## config.mk

```make
export PLATFORM = sky130hd
export DESIGN_NAME = rx_backplane_output_config
export DESIGN_NICKNAME = d
export VERILOG_FILES = /design/src/hw/rx_backplane_output_config.v /design/src/hw/sample_fifo.v
export VERILOG_INCLUDE_DIRS = /design/src /design/src/include
export SDC_FILE = /design/constraint.sdc
export NUM_CORES = 1
export LEC_CHECK = 0
export ABC_CLOCK_PERIOD_IN_PS = 2370
export BUFFER_PORTS_ARGS = -buffer_cell sky130_fd_sc_hd__buf_4
export CORE_UTILIZATION = 54
export DETAILED_ROUTE_END_ITERATION = 16
export GPL_TIMING_DRIVEN = 0
export PLACE_DENSITY = 0.76
export SYNTH_ARGS = -nofsm -noshare
export SYNTH_HDL_FRONTEND = slang
export SYNTH_SLANG_ARGS = --single-unit
```

## constraint.sdc

```tcl
create_clock -name clk -period 2.37 [get_ports clk]
set_clock_uncertainty 0.05 [all_clocks]
set_input_delay 0.5925 -clock clk [delete_from_list [all_inputs] [get_ports clk]]
set_output_delay 0.5925 -clock clk [all_outputs]
set_load 0.03 [all_outputs]
```

## src/include/rx_backplane_map.vh

```
// Register map, field positions and constants of the receive backplane output block
`ifndef RX_BACKPLANE_MAP_VH
`define RX_BACKPLANE_MAP_VH

// Register offsets
`define PATTERN_CTRL_ADDR 12'h121
`define RX_IF_CTRL_ADDR 12'h122
`define STATUS_ADDR 12'h123

// Pattern control fields
`define UNFRAMED_BIT 0
`define PATTERN_SWITCH_BIT 3
`define PATTERN_TYPE_BIT 5
`define PATTERN_CTRL_RESET 8'h00

// Receive interface control fields
`define FRACTIONAL_CLOCK_SELECT_BIT 7
`define RESERVED_BIT 6
`define GAPPED_CLOCK_BIT 5
`define FRACTIONAL_ENABLE_BIT 4
`define MUX_ENABLE_BIT 2
`define RX_IF_CTRL_RESET 8'h00
`define RX_IF_WRITE_MASK 8'hBF

// Status fields
`define STATUS_OVERRUN_BIT 7

// Frame geometry: 32 slots of 8 bits
`define SLOT_BITS 3'h7
`define FRAME_LAST 8'hFF
`define OVERHEAD_SLOT 5'h00
`define SERIAL_ID_BITS 3'h5

// Pattern generator seeds
`define PRBS_SEED 15'h7FFF
`define QRTS_SEED 20'hFFFFF

`endif

```

## src/hw/rx_backplane_output_config.v

```verilog
// Receive backplane output configuration, unframed pattern generator and identifier pin remap
//
// Our own choices: the plain strobed port and the address map.
`include "rx_backplane_map.vh"
`default_nettype none
module rx_backplane_output_config (
   input wire clk,
   input wire rst_n,
   input wire [11:0] addr,
   input wire [7:0] wrData,
   input wire wrEn,
   input wire rdEn,
   output reg [7:0] rdData,
   input wire lineClockIn,
   input wire frameSyncIn,
   input wire rxDataIn,
   input wire txDataIn,
   input wire signalingIn,
   output reg txLineOut,
   output reg rxSerialClock,
   output reg rxTimeslotClock,
   output reg [4:0] timeslotIdentifierPins,
   output wire rxSerialData,
   output wire rxSerialValid,
   input wire backplaneReady,
   output wire rxAcceptReady
);
   reg [7:0] patternCtrl_reg;
   reg [7:0] rxIfCtrl_reg;
   reg overrun_reg;
   reg [2:0] clkSync_reg;
   reg [1:0] fsSync_reg;
   reg [1:0] rxSync_reg;
   reg [1:0] txSync_reg;
   reg [1:0] sigSync_reg;
   reg [7:0] bitCount_reg;
   reg [7:0] bitCount_next;
   reg [14:0] prbs_reg;
   reg [19:0] qrts_reg;
   reg rxBit_reg;
   reg [4:0] pins_next;
   reg fracData_reg;
   wire linkLevel;
   wire linkRise;
   wire unframedActive;
   wire patternSwitch;
   wire patternBit;
   wire highSpeed;
   wire fracEnable;
   wire fracSelect;
   wire gappedEnable;
   wire [4:0] slot;
   wire [2:0] slotBit;
   wire overhead;
   wire rxMuxBit;
   wire serialIdBit;
   wire fifoInReady;

   // Next value of a maximal-length register advanced by one bit
   function [14:0] prbsStep;
      input [14:0] s;
      begin
         prbsStep = {s[13:0], s[14] ^ s[13]};
      end
   endfunction

   // Bit of the current slot number sent serially, MSB first
   function serialSlotBit;
      input [4:0] s;
      input [2:0] idx;
      begin
         case (idx)
            3'h0: serialSlotBit = s[4];
            3'h1: serialSlotBit = s[3];
            3'h2: serialSlotBit = s[2];
            3'h3: serialSlotBit = s[1];
            3'h4: serialSlotBit = s[0];
            default: serialSlotBit = 1'b0;
         endcase
      end
   endfunction

   // Register fields steering the logic
   assign unframedActive = ~patternCtrl_reg[`UNFRAMED_BIT];
   assign patternSwitch = patternCtrl_reg[`PATTERN_SWITCH_BIT];
   assign fracSelect = rxIfCtrl_reg[`FRACTIONAL_CLOCK_SELECT_BIT];
   assign gappedEnable = rxIfCtrl_reg[`GAPPED_CLOCK_BIT];
   assign fracEnable = rxIfCtrl_reg[`FRACTIONAL_ENABLE_BIT];
   // Multiplexed or any non-base interface speed counts as high speed
   assign highSpeed = rxIfCtrl_reg[`MUX_ENABLE_BIT] | (rxIfCtrl_reg[1:0] != 2'h0);

   // Frame position
   assign slot = bitCount_reg[7:3];
   assign slotBit = bitCount_reg[2:0];
   assign overhead = (slot == `OVERHEAD_SLOT);

   // Line clock synchroniser; third stage only feeds edge detection
   assign linkLevel = clkSync_reg[1];
   assign linkRise = clkSync_reg[1] & ~clkSync_reg[2];

   always @(posedge clk or negedge rst_n) begin
      if (!rst_n) begin
         clkSync_reg <= 3'h0;
         fsSync_reg <= 2'h0;
         rxSync_reg <= 2'h0;
         txSync_reg <= 2'h0;
         sigSync_reg <= 2'h0;
      end else begin
         clkSync_reg <= {clkSync_reg[1:0], lineClockIn};
         fsSync_reg <= {fsSync_reg[0], frameSyncIn};
         rxSync_reg <= {rxSync_reg[0], rxDataIn};
         txSync_reg <= {txSync_reg[0], txDataIn};
         sigSync_reg <= {sigSync_reg[0], signalingIn};
      end
   end

   // Register writes; bit 6 of interface control is masked off
   always @(posedge clk or negedge rst_n) begin
      if (!rst_n) begin
         patternCtrl_reg <= `PATTERN_CTRL_RESET;
         rxIfCtrl_reg <= `RX_IF_CTRL_RESET;
      end else if (wrEn) begin
         if (addr == `PATTERN_CTRL_ADDR) begin
            patternCtrl_reg <= wrData;
         end else if (addr == `RX_IF_CTRL_ADDR) begin
            rxIfCtrl_reg <= wrData & `RX_IF_WRITE_MASK;
         end
      end
   end

   // Read data stands one cycle after the strobe; unmapped reads zero
   always @(posedge clk or negedge rst_n) begin
      if (!rst_n) begin
         rdData <= 8'h00;
      end else if (rdEn) begin
         if (addr == `PATTERN_CTRL_ADDR) begin
            rdData <= patternCtrl_reg;
         end else if (addr == `RX_IF_CTRL_ADDR) begin
            rdData <= rxIfCtrl_reg & `RX_IF_WRITE_MASK;
         end else if (addr == `STATUS_ADDR) begin
            rdData <= {overrun_reg, 2'h0, slot};
         end else begin
            rdData <= 8'h00;
         end
      end else begin
         rdData <= 8'h00;
      end
   end

   // Bit counter within the 256-bit frame, realigned by frame sync
   always @* begin
      bitCount_next = bitCount_reg;
      if (linkRise) begin
         if (fsSync_reg[1]) begin
            bitCount_next = 8'h00;
         end else begin
            bitCount_next = bitCount_reg + 8'h01;
         end
      end
   end

   always @(posedge clk or negedge rst_n) begin
      if (!rst_n) begin
         bitCount_reg <= 8'h00;
      end else begin
         bitCount_reg <= bitCount_next;
      end
   end

   // Pattern generators run only while unframed generation is enabled
   always @(posedge clk or negedge rst_n) begin
      if (!rst_n) begin
         prbs_reg <= `PRBS_SEED;
         qrts_reg <= `QRTS_SEED;
      end else if (linkRise && unframedActive) begin
         prbs_reg <= prbsStep(prbs_reg);
         qrts_reg <= {qrts_reg[18:0], qrts_reg[19] ^ qrts_reg[16]};
      end
   end

   // Long zero runs are forced to one in the quasi-random pattern
   assign patternBit = patternCtrl_reg[`PATTERN_TYPE_BIT] ?
      ((qrts_reg[13:0] == 14'h0000) ? 1'b1 : qrts_reg[19]) : prbs_reg[14];

   // Every slot and framing bit replaced, no frame alignment honoured
   assign rxMuxBit = (unframedActive && patternSwitch) ? patternBit : rxSync_reg[1];

   // Line output and receive bit, updated once per line bit
   always @(posedge clk or negedge rst_n) begin
      if (!rst_n) begin
         txLineOut <= 1'b0;
         rxBit_reg <= 1'b0;
      end else if (linkRise) begin
         if (unframedActive && !patternSwitch) begin
            txLineOut <= patternBit;
         end else begin
            txLineOut <= txSync_reg[1];
         end
         rxBit_reg <= rxMuxBit;
      end
   end

   // Serial clock: continuous, or gapped over the overhead slot
   always @(posedge clk or negedge rst_n) begin
      if (!rst_n) begin
         rxSerialClock <= 1'b0;
      end else if (gappedEnable) begin
         rxSerialClock <= linkLevel & ~overhead;
      end else begin
         rxSerialClock <= linkLevel;
      end
   end

   // Channel clock: a clock on payload bits, or a data-valid level
   always @(posedge clk or negedge rst_n) begin
      if (!rst_n) begin
         rxTimeslotClock <= 1'b0;
      end else if (!fracEnable || highSpeed) begin
         rxTimeslotClock <= 1'b0;
      end else if (fracSelect) begin
         rxTimeslotClock <= ~overhead;
      end else begin
         rxTimeslotClock <= linkLevel & ~overhead;
      end
   end

   // Fractional data holds the payload bit, zero over the overhead slot
   always @(posedge clk or negedge rst_n) begin
      if (!rst_n) begin
         fracData_reg <= 1'b0;
      end else if (linkRise) begin
         fracData_reg <= rxMuxBit & ~(bitCount_next[7:3] == `OVERHEAD_SLOT);
      end
   end

   assign serialIdBit = serialSlotBit(slot, slotBit);

   // Identifier pin function select
   always @* begin
      pins_next = slot;
      if (highSpeed) begin
         pins_next = {linkLevel, 3'h0, sigSync_reg[1]};
      end else if (fracEnable) begin
         pins_next[0] = sigSync_reg[1];
         pins_next[1] = fracData_reg;
         pins_next[2] = serialIdBit;
         pins_next[3] = ~bitCount_reg[7];
         pins_next[4] = linkLevel;
      end
   end

   // Pins registered so no decode glitch reaches the backplane
   always @(posedge clk or negedge rst_n) begin
      if (!rst_n) begin
         timeslotIdentifierPins <= 5'h00;
      end else begin
         timeslotIdentifierPins <= pins_next;
      end
   end

   // Backplane drops a bit when the buffer is full; the loss is latched for software
   always @(posedge clk or negedge rst_n) begin
      if (!rst_n) begin
         overrun_reg <= 1'b0;
      end else if (linkRise && !fifoInReady) begin
         overrun_reg <= 1'b1;
      end
   end

   assign rxAcceptReady = fifoInReady;

   // Receive bits buffered towards the backplane, pushed one cycle after each line bit
   reg pushPending_reg;
   always @(posedge clk or negedge rst_n) begin
      if (!rst_n) begin
         pushPending_reg <= 1'b0;
      end else begin
         pushPending_reg <= linkRise;
      end
   end

   sample_fifo #(
      .WIDTH(1),
      .DEPTH(32),
      .AW(5)
   ) rxBuffer (
      .clk(clk),
      .rst_n(rst_n),
      .inValid(pushPending_reg),
      .inReady(fifoInReady),
      .inData(rxBit_reg),
      .outValid(rxSerialValid),
      .outReady(backplaneReady),
      .outData(rxSerialData)
   );
endmodule
`default_nettype wire

```

## src/hw/sample_fifo.v

```verilog
// First-in first-out buffer with valid and ready on both sides
`default_nettype none
module sample_fifo #(
   parameter WIDTH = 1,
   parameter DEPTH = 32,
   parameter AW = 5
) (
   input wire clk,
   input wire rst_n,
   input wire inValid,
   output wire inReady,
   input wire [WIDTH-1:0] inData,
   output wire outValid,
   input wire outReady,
   output wire [WIDTH-1:0] outData
);
   reg [WIDTH-1:0] mem [0:DEPTH-1];
   reg [AW:0] wrPtr_reg;
   reg [AW:0] rdPtr_reg;
   wire [AW:0] fill;
   wire push;
   wire pop;

   // Extra pointer bit tells full from empty
   assign fill = wrPtr_reg - rdPtr_reg;
   assign inReady = (fill != DEPTH[AW:0]);
   assign outValid = (fill != {(AW+1){1'b0}});
   assign push = inValid & inReady;
   assign pop = outValid & outReady;
   assign outData = mem[rdPtr_reg[AW-1:0]];

   // Storage written by index, no reset needed
   always @(posedge clk) begin
      if (push) begin
         mem[wrPtr_reg[AW-1:0]] <= inData;
      end
   end

   // Pointers
   always @(posedge clk or negedge rst_n) begin
      if (!rst_n) begin
         wrPtr_reg <= {(AW+1){1'b0}};
         rdPtr_reg <= {(AW+1){1'b0}};
      end else begin
         if (push) begin
            wrPtr_reg <= wrPtr_reg + 1'b1;
         end
         if (pop) begin
            rdPtr_reg <= rdPtr_reg + 1'b1;
         end
      end
   end
endmodule
`default_nettype wire

```

==> flow_summary.ini, run 1 <==
[run_status]
outcome = complete, but fails checks
violations = setup timing

[floorplan]
die_area_um2 = 11400
die_w_um = 107
core_area_um2 = 10500
num_io_pins = 49
row_count = 37
initial_core_util_pct = 56.4
die_y_um = 107

[clock_network]
cts_tree = done
ctsHoldBuffers = 0
clock-root-buffer = clkbuf_8
numCtsBuffers = 17
clock_sinks = 133
path_clk_slew_ps = 60
clk_path_buf_depth = 2
clk_latency_ps = 520
h-tree-depth = 4

[timing]
finalHoldViolations = 0
setup_violations = 28
fin_hold_ws_ps = 123
worstMarginPinSlew_ps = 911
fmax_mhz = 332
fin_crit_sh_pct = 127
fin_crit_ps = 3020
slew_violations = 0
slew_headroom_pct = 39.3
grt_setup_unrepaired = yes
timing.final.ws_setup_ps = -645

[logic_synthesis]
ys_top_cells_by_area = dfrtp_1 28%, edfxtp_1 16%, dfstp_2 16%
synth_compound_area_share_pct = 5.42
synthSimpleGateAreaFrac_pct = 10.9
async_flop_share_pct = 75.9
avgSynthCellArea_um2 = 13.1
synth_fa_ha_area_share_pct = 3.16
synthFlopType = dfrtp_1
seq_area_frac_synth_pct = 59.5
synth_warnings = 0
synth_edf_count = 32
synth_top_area_share_pct = 27.8
synth_area_um2 = 5930
syn-num-nets = 499
netlist_instances = 454
synth_cell_types = 49
yosysTopAreaCell = dfrtp_1
synth_xor_area_share_pct = 2.66
ys_seq_elements = 133
synth_mux_area_share_pct = 16.0
synth_top_family_by_area = multiplexers

[critical_path]
r2r-start = rxBuffer.rdPtr_reg[0]
critPathLaunch = rxBuffer.rdPtr_reg[0]
path_max_fanout = 9
cp-start-kind = flip-flop
cpLargestDelayFamily = multiplexers
slowest_delay_ps = 530
cpMostUsedCell = mux4_2
cp_num_buf_inv = 2
arrival_ps = 2370
path_cells = buf_12 -> mux4_2 -> mux4_2 -> nand2_2 -> nand2_4 -> buf_6
required_ps = 1730
slowest_stage = mux4_2
end_kind = output port
crit_type = flip-flop to output port

[drt]
viasPerCell = 5.62
postRouteAntennaNets = 0
drc_errors = 0
drt-initial-drc-count = 187
wl_per_cell_um = 17.7
wirelength_um = 12100
via_count = 3838
drt-pass1-iter-count = 4

[layout]
fin_nets = 579
largest_reg_flops = 32
area_growth_pct = 26.8
drive_above_1_share_pct = 48.8
n_antenna_cell = 0
fillers = 698
fin_util_pct = 71.6

[global_routing]
antenna_found_initial = 0
grt_max_degree = 102
grt_pass1_wl_um = 20100
grt-ovfl-total = 0
globalRouteTotalUtil_pct = 23.4
grt_pass1_vias = 3997

[placement]
dp_slack_ps = -389
gp_congestion = 0.832
hpwl_um = 7370
io_buffers = 47

[run]
cap_violations = 0

[power_and_ir_drop]
ir_worst_vdd_mv = 0.959
leakagePower_uw = 0.00302
p_per_area_nw_per_um2 = 1150

[worst_hold_path]
hold_class = input pin to async pin
==> final timing paths <==
check / endpoint / slack, ps / cells past startpoint
worst min register to register: fsSync_reg[1] / 300 / 0
max in group asynchronous: rxBuffer.rdPtr_reg[2] / 1480 / 1
worst max-delay path: rxSerialData / -650 / 6
min in group clk: txSync_reg[0] / 120 / 1
worst min-delay path: timeslotIdentifierPins[1] / 120 / 1
worst max register to register: rxBuffer.mem[22] / -60 / 9
==> kinds of logic (layout without fill, tap and decap cells) <==
family          count (synthesis)  in the layout
flops                         133            133
mux                            75             75
buf+inv                        33            125
xor+xnor                       18             18
simple gates                  134            135
fa+ha+maj                      15             15
compound gates                 46             46
==> cells in the mapped netlist, drive strengths merged, types with 2 or more instances <==
library cell,count
a21boi,2
o21ai,12
nand4,2
or4b,2
inv,12
xnor2,14
mux2i,7
a22oi,8
nor2b,3
xor2,4
nand3,16
dfstp,35
nand3b,3
edfxtp,32
or3b,2
nor3,3
and2,2
nor4,5
o32ai,3
or3,4
dfrtp,66
nand2b,4
ha,15
and3,7
buf,8
nor2,56
clkbuf,12
mux2,58
o31ai,2
nand2,23
mux4,10
a21oi,11
==> worst register-to-register path: cells and delay by family, from the launching register on <==
kind / cells / cell delay [ps]
AOI/OAI and AO/OA: 3 / 560
and+or+nand+nor: 3 / 560
DFF: 1 / 430
buffers and inverters: 2 / 350
adders and majority gates: 1 / 180
==> placed cells by master, fill, tap and decap left out, types with 3 or more instances in the layout <==
master      n
dfrtp_1    64
mux2_2     58
buf_4      57
dfstp_2    35
edfxtp_1   32
nor2_1     22
nor2_4     19
nand2_1    18
clkbuf_16  16
clkbuf_1   15
nor2_2     15
xnor2_1    14
nand3_1    12
o21ai_0    11
mux4_2     10
ha_1       10
a21oi_1     9
inv_1       8
a22oi_1     8
and3_1      7
mux2i_1     6
buf_6       5
nand3_4     5
clkinv_2    5
xor2_1      4
or3_1       4
nand2_2     4
nor4_1      4
nand2b_1    3
clkinv_1    3
nor3_1      3
nor2b_1     3
nand3b_1    3
buf_2       3
ha_4        3
==> report_power, final <==
group | switching [µW] | internal, µW
Sequential | 318 | 2920
Clock | 920 | 1510
Combinational | 1570 | 1430
==> metal layers <==
metal	track usage, %	up-vias	share of wire [%]
met2	38.4	99	50
met3	5.96	21	4.1
met4	9.69	0	1.9
met1	29.7	1923	44
li1	-	1795	-
met5	0	-	0
==> through the flow <==
step | total power, µW | TNS (ps) | cell area (µm²) | std cells
final | 8670 | -2510 | 7520 | 683
after global placement | 5550 | -6770 | 6610 | 637
after detailed placement | 5680 | -9890 | 6610 | 637
after global routing | 9080 | -4910 | 7520 | 683
after CTS | 8560 | -1760 | 7400 | 683
after floorplan | 5080 | -277 | 6090 | 454
==> what timing repair did <==
action,in CTS,in global routing
resized for setup,42,32
pin swaps,20,8
setup buffers,13,0
cloned,1,0
setup endpoints to repair,41,38
==> cell type report <==
class / count / area (µm²) / area share, %
flip-flops and latches: 133 / 3530 / 47.0
repair buffers: 60 / 478 / 6.35
inverters: 13 / 53.8 / 0.715
clock buffers: 21 / 439 / 5.84
multi-input cells: 289 / 2630 / 34.9
well taps: 136 / 170 / 2.26
plain buffers: 20 / 110 / 1.46
clock inverters: 11 / 109 / 1.45
No activity file was read; power rests on OpenSTA's default activity.
==> inputs of run 2 (changes only) <==
--- a/config.mk
+++ b/config.mk
@@ -7,7 +7,7 @@
 export NUM_CORES = 1
 export LEC_CHECK = 0
 export ABC_CLOCK_PERIOD_IN_PS = 2370
-export BUFFER_PORTS_ARGS = -buffer_cell sky130_fd_sc_hd__buf_4
+export BUFFER_PORTS_ARGS = -buffer_cell sky130_fd_sc_hd__buf_2
 export CORE_UTILIZATION = 54
 export DETAILED_ROUTE_END_ITERATION = 16
 export GPL_TIMING_DRIVEN = 0
==> flow_summary.ini, run 2 (synthesized netlist as in run 1, its figures left out) <==
[clock_network]
path_clk_slew_ps = 60
clk_path_buf_depth = 2
clk_latency_ps = 520
clock-root-buffer = clkbuf_8
cts_tree = done
h-tree-depth = 4
numCtsBuffers = 17
clock_sinks = 133

[layout]
fillers = 703
fin_nets = 579
multi_input_area_um2 = 2630
final_cell_mix = 64 x dfrtp_1, 58 x mux2_2, 46 x buf_2
fin_util_pct = 70.7
mostFrequentLayoutCell = dfrtp_1
largest_reg_flops = 32
area_growth_pct = 25.2
n_antenna_cell = 0
register_area_um2 = 3530
drive_above_1_share_pct = 47.3

[critical_path]
arrival_ps = 2430
critPathLaunch = rxBuffer.rdPtr_reg[0]
required_ps = 1730
crit_type = flip-flop to output port
cp-start-kind = flip-flop
path_max_fanout = 5
end_kind = output port
r2r-start = rxBuffer.rdPtr_reg[0]

[timing]
slew_violations = 0
slew_headroom_pct = 41.1
worstMarginPinSlew_ps = 883
fin_crit_sh_pct = 130
fin_hold_ws_ps = 122
setup_violations = 37
timing.final.ws_setup_ps = -704
fin_crit_ps = 3070
finalHoldViolations = 0
grt_setup_unrepaired = yes
fmax_mhz = 325

[global_routing]
grt_pass1_wl_um = 20000
globalRouteTotalUtil_pct = 23.5
grt-ovfl-total = 0
antenna_found_initial = 0
grt_max_degree = 75
grt_pass1_vias = 3983

[floorplan]
num_io_pins = 49
core_area_um2 = 10500
row_count = 37
die_area_um2 = 11400
die_w_um = 107
die_y_um = 107
initial_core_util_pct = 56.4

[drt]
viasPerCell = 5.69
drt-pass1-iter-count = 4
postRouteAntennaNets = 0
drc_errors = 0
via_count = 3888
drt-initial-drc-count = 234
wl_per_cell_um = 18.0
wirelength_um = 12300

[power_and_ir_drop]
ir_worst_vdd_mv = 0.977
leakagePower_uw = 0.00300
p_per_area_nw_per_um2 = 1150

[placement]
hpwl_um = 7600
io_buffers = 47
gp_congestion = 0.827

[run_status]
outcome = complete, but fails checks
violations = setup timing

[worst_hold_path]
hold_class = input pin to flip-flop
hp-start = frameSyncIn

[run]
cap_violations = 0
## run 2: changes by cell type in the layout (fill, tap and decap cells not counted), sizes merged
cell | previous run | this run
buf | 68 | 67
bufinv | 2 | 1
clkinvlp | 1 | 2
dlygate4sd3 | 0 | 1
## run 2: worst max-delay path, stage by stage, from the launching register on
cell and delay (ps):
dfrtp_2 450, buf_12 150, mux4_2 510, mux4_2 520, nand2_2 100, nand2_4 50, buf_6 130
## run 2: worst paths after layout
kind | cells past startpoint | slack [ps] | to
min in group asynchronous | 2 | 480 | timeslotIdentifierPins[3]
worst min register to register | 0 | 300 | sigSync_reg[1]
max in group asynchronous | 3 | 1060 | qrts_reg[4]
worst max register to register | 9 | -210 | rxBuffer.mem[12]
worst min-delay path | 1 | 120 | fsSync_reg[0]
worst max-delay path | 6 | -700 | rxSerialData
## run 2: area by class of cell
| cell class | instances | share of cell area, % |
|---|---|---|
| well taps | 136 | 2.29 |
| flip-flops and latches | 133 | 47.6 |
| clock inverters | 11 | 1.16 |
| multi-input cells | 289 | 35.4 |
| clock buffers | 21 | 5.78 |
| plain buffers | 20 | 1.48 |
| repair buffers | 60 | 5.58 |
| inverters | 13 | 0.657 |
## run 2: power breakdown
group | leakage, µW | switching [µW] | total, µW | internal, µW
combinational | 0.00123 | 1540 | 2950 | 1410
clock | 0.000250 | 947 | 2320 | 1370
sequential | 0.00152 | 330 | 3250 | 2920
## run 2: routing by layer
metal | vias to the layer above | GRT usage, % | routed length [µm] | part of all wire (%)
met1 | 1942 | 29.6 | 5310 | 43
met2 | 136 | 38.4 | 6190 | 50
met4 | 0 | 9.00 | 190 | 1.5
met3 | 15 | 6.99 | 575 | 4.7
li1 | 1795 | - | - | -
met5 | - | 0 | 0 | 0
## run 2: stage by stage
step	instances	total power, µW	cell area (µm²)	setup TNS [ps]	setup WS, ps
finish	683	8520	7420	-7360	-704
global route	683	8930	7420	-10120	-763
CTS	679	8340	7270	-5000	-719
detailed placement	638	5630	6520	-9150	-409
global placement	637	5510	6490	-29180	-363
floorplan	454	5080	6090	-277	-34.4
## run 2: what timing repair did
| item | 4_1_cts | 5_1_grt |
|---|---|---|
| endpoints found under the setup margin | 41 | 37 |
| buffers inserted | 6 | 4 |
| cloned | 2 | 0 |
| gates resized for setup | 49 | 23 |
| hold buffers | 1 | 0 |
| endpoints found under the hold margin | 27 | 0 |
| pin swaps | 8 | 12 |
